[config.mk]
export PLATFORM = sky130hd
export DESIGN_NAME = srg_top
export DESIGN_NICKNAME = d
export VERILOG_FILES = /design/src/logic/srg_pkg.sv /design/src/logic/srg_divider.sv /design/src/logic/srg_top.sv
export SDC_FILE = /design/constraint.sdc
export NUM_CORES = 1
export LEC_CHECK = 0
export ABC_CLOCK_PERIOD_IN_PS = 8800
export BUFFER_PORTS_ARGS = -buffer_cell sky130_fd_sc_hd__buf_2
export CAP_MARGIN = 20
export CORE_AREA = 5 5 126 128
export DETAILED_ROUTE_END_ITERATION = 6
export DIE_AREA = 0 0 131 133
export PLACE_DENSITY = 0.75
export SYNTH_ARGS = -nofsm -noshare
export SYNTH_HDL_FRONTEND = slang
export SYNTH_SLANG_ARGS = --single-unit
[constraint.sdc]
create_clock -name mclk -period 8.8 [get_ports mclk]
set_clock_uncertainty 0.05 [all_clocks]
set_input_delay 1.76 -clock mclk [delete_from_list [all_inputs] [get_ports mclk]]
set_output_delay 1.76 -clock mclk [all_outputs]
set_load 0.005 [all_outputs]
[src/logic/srg_pkg.sv]
// How it works
// - Burst mode emits exactly N pulses, N from 1 to 15; zero reserved.
// - Burst counter gates divider output; pulses keep divider duty and rate.
// - Divider divides pre-divided clock by N, 2 to 4095; 0 and 1 reserved.
// - Mode 0 continuous, 1 counted burst, 2 repeat request, 3 reserved.
// - Phase select 0 inverted I, 1 inverted Q, 2 Q, 3 I clock.
// - Reset gives count one, divider three, continuous, I 0x7F, rest zero.
// - Pre-divider 0 divides by one, 1 by two, 2 by four; 3 reserved.
// - Subsystem enable low disables generation, divider and delay path.
package srg_pkg;
	localparam logic [7:0] OFS_BURST_DIV = 8'h10;
	localparam logic [7:0] OFS_MODE_OUT0 = 8'h11;
	localparam logic [7:0] OFS_OUT1_Q0 = 8'h12;
	localparam logic [7:0] OFS_OUT2_Q1 = 8'h13;
	localparam logic [7:0] OFS_CTRL = 8'h40;
	localparam logic [7:0] OFS_STATUS = 8'h41;
	localparam logic [15:0] RST_BURST_DIV = 16'h1003;
	localparam logic [15:0] RST_MODE_OUT0 = 16'h07F0;
	localparam logic [15:0] RST_OUT_Q = 16'hFE00;
	localparam logic [15:0] RST_CTRL = 16'h0000;
	localparam logic [15:0] MODE_OUT0_MASK = 16'h07FF;
	localparam logic [15:0] CTRL_MASK = 16'h0013;
	localparam int COUNT_LSB = 12;
	localparam int DIV_LSB = 0;
	localparam int WI_LSB = 9;
	localparam int PH_LSB = 7;
	localparam int WQ_LSB = 0;
	localparam int W0I_LSB = 4;
	localparam int PH0_LSB = 2;
	localparam int MODE_LSB = 0;
	localparam int EN_BIT = 4;
	localparam int PRE_LSB = 0;
	localparam logic [1:0] MODE_CONT = 2'h0;
	localparam logic [1:0] MODE_BURST = 2'h1;
	localparam logic [1:0] MODE_REPEAT = 2'h2;
	localparam logic [1:0] PRE_DIV1 = 2'h0;
	localparam logic [1:0] PRE_DIV2 = 2'h1;
	localparam logic [1:0] PRE_DIV4 = 2'h2;
	localparam logic [1:0] PH_INTERP_INPHASE_CLOCK_N = 2'h0;
	localparam logic [1:0] PH_INTERP_QUADRATURE_CLOCK_N = 2'h1;
	localparam logic [1:0] PH_INTERP_QUADRATURE_CLOCK = 2'h2;
	localparam logic [1:0] PH_INTERP_INPHASE_CLOCK = 2'h3;
	localparam logic [6:0] WEIGHT_SUM = 7'h7F;
	typedef enum logic [1:0] {SRG_IDLE, SRG_RUN, SRG_BURST} srg_state_e;
endpackage : srg_pkg

[src/logic/srg_divider.sv]
`timescale 1ns/1ps
// Pre-divider plus reference-pulse divider; high for floor(N/2) of N ticks
module srg_divider import srg_pkg::*; #(
	parameter int DIV_W = 12
) (
	input wire logic mclk,
	input wire logic sys_rst,
	input wire logic enable,
	input wire logic [1:0] pre_sel,
	input wire logic [DIV_W-1:0] ratio,
	output logic div_out,
	output logic period_end
);
	logic [1:0] pre_cnt;
	logic [1:0] next_pre_cnt;
	logic [DIV_W-1:0] cnt;
	logic [DIV_W-1:0] next_cnt;
	logic tick;
	logic [DIV_W-1:0] eff_ratio;

	// Pre-divide tick and main count; reserved ratios clamp to two
	always_comb begin
		next_pre_cnt = pre_cnt + 2'h1;
		case (pre_sel)
			PRE_DIV1: tick = 1'b1;
			PRE_DIV2: tick = pre_cnt[0];
			PRE_DIV4: tick = &pre_cnt;
			default: tick = 1'b1;
		endcase
		eff_ratio = (ratio < DIV_W'(2)) ? DIV_W'(2) : ratio;
		next_cnt = cnt;
		if (tick) begin
			next_cnt = (cnt >= eff_ratio - DIV_W'(1)) ? '0 : cnt + DIV_W'(1);
		end
		if (!enable) begin
			next_pre_cnt = 2'h0;
			next_cnt = '0;
		end
	end

	always_ff @(posedge mclk or posedge sys_rst) begin
		if (sys_rst) begin
			pre_cnt <= 2'h0;
			cnt <= '0;
		end else begin
			pre_cnt <= next_pre_cnt;
			cnt <= next_cnt;
		end
	end

	// Output decode; odd ratios lose 50% duty, which software must tolerate
	assign div_out = enable && (cnt < (eff_ratio >> 1));
	assign period_end = enable && tick && (cnt >= eff_ratio - DIV_W'(1));
endmodule : srg_divider

[src/logic/srg_top.sv]
// Local design decision: the strobed register port.
`timescale 1ns/1ps
module srg_top import srg_pkg::*; #(
	parameter int DIV_W = 12,
	parameter int CNT_W = 4
) (
	input wire logic mclk,
	input wire logic sys_rst,
	input wire logic [7:0] addr,
	input wire logic [15:0] wdata,
	input wire logic wr,
	input wire logic rd,
	output logic [15:0] rdata,
	input wire logic burst_req,
	input wire logic ext_req,
	input wire logic interp_inphase_clock,
	input wire logic interp_quadrature_clock,
	output logic [2:0] ref_pulse_out,
	output logic [2:0] retimer_clk_out,
	output logic [20:0] delay_weights,
	output logic delay_gen_bypass
);
	logic [15:0] reg_burst_div;
	logic [15:0] reg_mode_out0;
	logic [15:0] reg_out1_q0;
	logic [15:0] reg_out2_q1;
	logic [15:0] reg_ctrl;
	logic [15:0] next_burst_div;
	logic [15:0] next_mode_out0;
	logic [15:0] next_out1_q0;
	logic [15:0] next_out2_q1;
	logic [15:0] next_ctrl;
	logic [15:0] next_rdata;
	srg_state_e state;
	srg_state_e next_state;
	logic [CNT_W-1:0] left;
	logic [CNT_W-1:0] next_left;
	logic [2:0] next_pulse;
	logic [2:0] next_rt;
	logic [20:0] next_w;
	logic div_out;
	logic period_end;
	logic gate;
	logic ref_pulse_subsystem_enable;
	logic [1:0] ref_pulse_source_mode;
	logic [1:0] ref_pulse_predivider;
	logic [CNT_W-1:0] burst_pulse_count;
	logic [DIV_W-1:0] ref_pulse_divider;
	logic [1:0] phase_sel [3];
	logic [6:0] inphase_w [3];
	logic [CNT_W-1:0] burst_load;

	assign burst_pulse_count = reg_burst_div[COUNT_LSB +: CNT_W];
	assign ref_pulse_divider = reg_burst_div[DIV_LSB +: DIV_W];
	assign ref_pulse_source_mode = reg_mode_out0[MODE_LSB +: 2];
	assign ref_pulse_subsystem_enable = reg_ctrl[EN_BIT];
	assign ref_pulse_predivider = reg_ctrl[PRE_LSB +: 2];
	assign phase_sel[0] = reg_mode_out0[PH0_LSB +: 2];
	assign phase_sel[1] = reg_out1_q0[PH_LSB +: 2];
	assign phase_sel[2] = reg_out2_q1[PH_LSB +: 2];
	assign inphase_w[0] = reg_mode_out0[W0I_LSB +: 7];
	assign inphase_w[1] = reg_out1_q0[WI_LSB +: 7];
	assign inphase_w[2] = reg_out2_q1[WI_LSB +: 7];
	// Reserved count zero is run as a single pulse
	assign burst_load = (burst_pulse_count == '0) ? CNT_W'(1) : burst_pulse_count;

	// Retimer clock pick, shared by all three outputs
	function automatic logic pick_clk(input logic [1:0] sel, input logic ic, input logic qc);
		case (sel)
			PH_INTERP_INPHASE_CLOCK_N: pick_clk = ~ic;
			PH_INTERP_QUADRATURE_CLOCK_N: pick_clk = ~qc;
			PH_INTERP_QUADRATURE_CLOCK: pick_clk = qc;
			default: pick_clk = ic;
		endcase
	endfunction : pick_clk

	srg_divider #(
		.DIV_W(DIV_W)
	) u_div (
		.mclk(mclk),
		.sys_rst(sys_rst),
		.enable(ref_pulse_subsystem_enable),
		.pre_sel(ref_pulse_predivider),
		.ratio(ref_pulse_divider),
		.div_out(div_out),
		.period_end(period_end)
	);

	// Register writes and one-cycle-late read data; unmapped reads give zero
	always_comb begin
		next_burst_div = reg_burst_div;
		next_mode_out0 = reg_mode_out0;
		next_out1_q0 = reg_out1_q0;
		next_out2_q1 = reg_out2_q1;
		next_ctrl = reg_ctrl;
		next_rdata = 16'h0000;
		if (wr) begin
			case (addr)
				OFS_BURST_DIV: next_burst_div = wdata;
				OFS_MODE_OUT0: next_mode_out0 = wdata & MODE_OUT0_MASK;
				OFS_OUT1_Q0: next_out1_q0 = wdata;
				OFS_OUT2_Q1: next_out2_q1 = wdata;
				OFS_CTRL: next_ctrl = wdata & CTRL_MASK;
				default: next_ctrl = reg_ctrl;
			endcase
		end
		if (rd) begin
			case (addr)
				OFS_BURST_DIV: next_rdata = reg_burst_div;
				OFS_MODE_OUT0: next_rdata = reg_mode_out0;
				OFS_OUT1_Q0: next_rdata = reg_out1_q0;
				OFS_OUT2_Q1: next_rdata = reg_out2_q1;
				OFS_CTRL: next_rdata = reg_ctrl;
				OFS_STATUS: next_rdata = {10'h000, state != SRG_IDLE, left, div_out};
				default: next_rdata = 16'h0000;
			endcase
		end
	end

	always_ff @(posedge mclk or posedge sys_rst) begin
		if (sys_rst) begin
			reg_burst_div <= RST_BURST_DIV;
			reg_mode_out0 <= RST_MODE_OUT0;
			reg_out1_q0 <= RST_OUT_Q;
			reg_out2_q1 <= RST_OUT_Q;
			reg_ctrl <= RST_CTRL;
			rdata <= 16'h0000;
		end else begin
			reg_burst_div <= next_burst_div;
			reg_mode_out0 <= next_mode_out0;
			reg_out1_q0 <= next_out1_q0;
			reg_out2_q1 <= next_out2_q1;
			reg_ctrl <= next_ctrl;
			rdata <= next_rdata;
		end
	end

	// Burst sequencer: arm on request, wait for a period end, then count periods.
	// The wait keeps the first pulse whole, as a request never restarts the divider; only enable low clears it.
	always_comb begin
		next_state = state;
		next_left = left;
		case (state)
			SRG_IDLE: begin
				if (ref_pulse_source_mode == MODE_BURST && burst_req) begin
					next_state = SRG_RUN;
					next_left = burst_load;
				end
			end
			SRG_RUN: begin
				if (burst_req) begin
					next_left = burst_load;
				end else if (period_end) begin
					next_state = SRG_BURST;
				end
				if (ref_pulse_source_mode != MODE_BURST) begin
					next_state = SRG_IDLE;
				end
			end
			SRG_BURST: begin
				if (burst_req) begin
					next_state = SRG_RUN;
					next_left = burst_load;
				end else if (period_end) begin
					next_left = left - CNT_W'(1);
					if (left == CNT_W'(1)) begin
						next_state = SRG_IDLE;
					end
				end
				if (ref_pulse_source_mode != MODE_BURST) begin
					next_state = SRG_IDLE;
				end
			end
			default: next_state = SRG_IDLE;
		endcase
		if (!ref_pulse_subsystem_enable) begin
			next_state = SRG_IDLE;
			next_left = '0;
		end
		if (next_state == SRG_IDLE) begin
			next_left = '0;
		end
	end

	always_ff @(posedge mclk or posedge sys_rst) begin
		if (sys_rst) begin
			state <= SRG_IDLE;
			left <= '0;
		end else begin
			state <= next_state;
			left <= next_left;
		end
	end

	// Gate source by mode; burst starts only from a period boundary, cnt=0
	always_comb begin
		case (ref_pulse_source_mode)
			MODE_CONT: gate = div_out;
			MODE_BURST: gate = div_out && state == SRG_BURST;
			MODE_REPEAT: gate = ext_req;
			default: gate = 1'b0;
		endcase
		if (!ref_pulse_subsystem_enable) begin
			gate = 1'b0;
		end
	end

	// Per-output retiming and weights
	always_comb begin
		next_rt = 3'h0;
		next_w = 21'h000000;
		for (int i = 0; i < 3; i++) begin
			next_rt[i] = ref_pulse_subsystem_enable &&
				pick_clk(phase_sel[i], interp_inphase_clock, interp_quadrature_clock);
			next_w[i*7 +: 7] = inphase_w[i];
		end
		next_pulse = {3{gate}};
	end

	always_ff @(posedge mclk or posedge sys_rst) begin
		if (sys_rst) begin
			ref_pulse_out <= 3'h0;
			retimer_clk_out <= 3'h0;
			delay_weights <= 21'h000000;
			delay_gen_bypass <= 1'b0;
		end else begin
			ref_pulse_out <= next_pulse;
			retimer_clk_out <= next_rt;
			delay_weights <= next_w;
			delay_gen_bypass <= ~ref_pulse_subsystem_enable | reg_ctrl[1];
		end
	end
endmodule : srg_top

==> results.md <==
- Status: complete, no violations
- Total die area: 0.01742 mm2
- Sequential power share: 41.7%
- First-pass GRT wire length: 26020 um
- CTS Sinks: 124
- Clk pwr share: between 40% and 50%
- Internal power: around 1100 uW
- Syn Nets: 628
- Period utilisation layout: roughly half
- Maximum capacitance violations: 0
- Syn Std Cell Area: 0.006376 mm2
- Layout Utilization: 50.61%
- R2R cell count: 12
- Worst setup path class: reg -> reg
- Starting density of the core: between 40% and 50%
- Num rows: 45
- I/O pin cnt: 76
- Fin cells: 836
- GRT overflow: 0
- FF/Latch Area: 0.003133 mm2
- Via count: 4827
- Vias/cell: 5.774
- Min-Delay Endpoint: delay_weights[2]
- Syn Inst Count: 563
- CTS tree: yes
- DP HPWL: 11710 um
- Syn avg cell area: around 11 um2
- Clock transition at path regs: 0.06 ns
- Worst R2R End: left[2]
- DRC viols: 0
- Synthesis warning total: 0
- Final max-slew violation count: 0
- CTS resizes: 0
- Most frequent cells after synthesis: dfrtp_1 (100), nand2_1 (47), ha_1 (33)
- Slew margin rel.: 29.85%
- Design Area, Final: 0.007466 mm2
- Most common cell in the synthesized netlist: dfrtp_1
- Final WL: roughly 16000 um
- Pin count of the biggest net entering global routing: 72
- 1st-iter DRT viols: 412
- PD cells: 212.1 mW/mm2
- Pre-antenna DRT Iters: 5
- Hold path cells: 0
- Synth Flop Type: dfrtp_1
- Die W: 131 um
- Multi-input gate area: 0.002994 mm2
- Final setup fails: 0
- Final GP Congestion: 0.9890
- Synth top area share: between 30 and 40%
- Layout area overhead: 17.09%
- Share of cells above drive strength 1: just under 30%
- Area leader, netlist: dfrtp_1
- Maximum clock path buffer count: 2
- CP required: ~9 ns
- Post-DR wirelength/cell: 19.34 um
- Clk_lat worst skew: approximately 0.42 ns
- Layout fillers: between 1000 and 1500
- VDD IR max: 130.2 uV
- Nets: 700
- P_sw: 435.5 uW
- Final TNS setup: 0 ns
- Reg2Reg Setup Slack: 4.29 ns
- Worst setup SP type: flip-flop
- Htree depth: 4
- Placement-stage cell area: 0.006864 mm2
- Post-route ant nets: 0
- Die height: 133 um
- Peak Freq: roughly 0.22 GHz
- Fin. Hold Viols: 0
- EDFF count, synth: 0
- CP peak stage delay: about 0.74 ns
- Leakage power: approximately 0.0037 uW
- Async S/R FF share, synth: between 90% and 100%
- Crit path time final: 4.505 ns
- RSZ-0062 raised after global routing: false
- GRT Util Overall: between 10% and 20%
- Worst slew pin tran: 1.049 ns
- Root cell of the clock tree: clkbuf_16
- Register bit count reported by yosys: 124
- Critical path fanouts, max: 8
- Netlist cell types: 64
- Worst-path cell chain: nor4_1 -> nand3_1 -> o31ai_1 -> ha_1 -> nand3_1 -> xnor2_1 -> ha_1 -> nand4_2 -> o41ai_4 -> o21ai_1 -> or4_1 -> a32oi_1
- Sequential-to-total area share from yosys stat: roughly half
- HP Class: reg -> reg
- Logic pwr share: 13.6%
- Initial antenna violation count: 0
- CTS buffer count: 17
- Setup crit end kind: flip-flop
- Min Hold Slack: 0.3582 ns
- Sw frac: 27.51%
- Hold Buf Count CTS: 0
- Hold_sp: reg_mode_out0[6]
- Vias in the first global route: 4868
- Most area-consuming cells after synthesis: dfrtp_1 (39%), dfstp_2 (9.9%), ha_1 (6.5%)
- Port buffer count: 75
- Antenna diodes: 0
- Setup Buffers After CTS: 0
- Slowest stage cell, crit path: nor4_1
- Critical Path AT: around 4.8 ns
- Core area: 0.01475 mm2
- Reg2reg start: reg_burst_div[2]
- Dpl cells: 804
## registers in the layout, summed over array words and instances (netlist names)
| register | count |
|---|---|
| delay_weights | 21 |
| rdata | 16 |
| reg_burst_div | 16 |
| reg_out1_q0 | 16 |
| reg_out2_q1 | 16 |
| u_div.cnt | 12 |
| reg_mode_out0 | 11 |
| left | 4 |
| reg_ctrl | 3 |
| retimer_clk_out | 3 |
| state | 2 |
| u_div.pre_cnt | 2 |
| delay_gen_bypass | 1 |
| ref_pulse_out | 1 |
## per-layer routing
| layer | wire length, um | vias to the layer above | global-route usage, % |
|---|---|---|---|
| li1 | - | 2216 | - |
| met1 | 7120 | 2400 | 27.24 |
| met2 | 7510 | 183 | 28.56 |
| met3 | 1146 | 28 | 4.723 |
| met4 | 390 | 0 | 7.543 |
| met5 | 0 | - | 0 |
## worst max-delay path, delay by kind of cell, from the launching register on
kind	cells	cell delay, ns
compound gates	4	1.36
xor+xnor	1	0.18
fa+ha+maj	2	0.64
flops	1	0.44
simple gates	5	1.76
## cells in the final DEF (no fill, tap or decap), types with 4 or more instances in the layout
master	Yosys	final
o21ai_0	29	29
a211oi_1	8	8
a21oi_1	8	8
nand4_1	4	4
clkbuf_16	0	17
dfstp_2	24	24
dfrtp_1	100	100
mux2i_1	13	13
nor3_1	10	10
a21o_1	4	4
nor4_1	7	7
and3_1	9	9
a22oi_1	12	12
xnor2_1	10	10
a221oi_1	7	7
nor2b_1	6	6
mux2_2	28	28
buf_2	6	75
a31oi_1	9	9
mux2_4	20	20
nand2_1	47	47
nand3_1	12	12
ha_1	33	33
nand2b_1	7	7
o22ai_1	5	5
inv_1	31	30
a41oi_1	5	5
and2_1	8	8
o31ai_1	4	4
or3_1	4	4
nor2_1	28	28
## cell type report
cell class	instances	area share [%]
sequential	124	41.96
multi-input combinational	385	40.10
clock buffer	21	6.301
timing repair buffer	76	5.128
tap	188	3.151
clock inverter	11	1.760
inverter	31	1.592
## worst max-delay path by stage
stage | from | to | cells past startpoint
detailed placement | addr[3] | reg_mode_out0[3] | 5
global placement | addr[3] | reg_mode_out0[3] | 5
CTS | reg_burst_div[2] | u_div.cnt[11] | 13
global route | reg_burst_div[2] | left[0] | 13
floorplan | sys_rst | delay_gen_bypass | 1
finish | reg_burst_div[2] | left[2] | 12
## cell families (layout without fill, tap and decap cells)
kind of cell | after synthesis | in the layout | share of synthesized area, %
compound gates | 122 | 122 | 13.89
xor+xnor | 10 | 10 | 1.374
fa+ha+maj | 33 | 33 | 6.476
buf+inv | 54 | 139 | 3.905
flops | 124 | 124 | 49.14
mux | 61 | 61 | 11.70
simple gates | 159 | 159 | 13.52
## power groups by stage
stage	registers, uW	clock network, uW	logic (uW)
after global placement	666	0	204
final	661	708	215
after detailed placement	668	0	212
after floorplan	653	0	154
after CTS	659	715	215
after global routing	666	740	242
## stage by stage
stage | setup WS, ns | total power, uW
after floorplan | 3.730 | 807.0
after global placement | 4.289 | 869.6
after detailed placement | 4.231 | 880.0
after CTS | 4.359 | 1589
after global routing | 3.976 | 1648
final | 4.295 | 1583
Power figures use the tool's default switching activity.
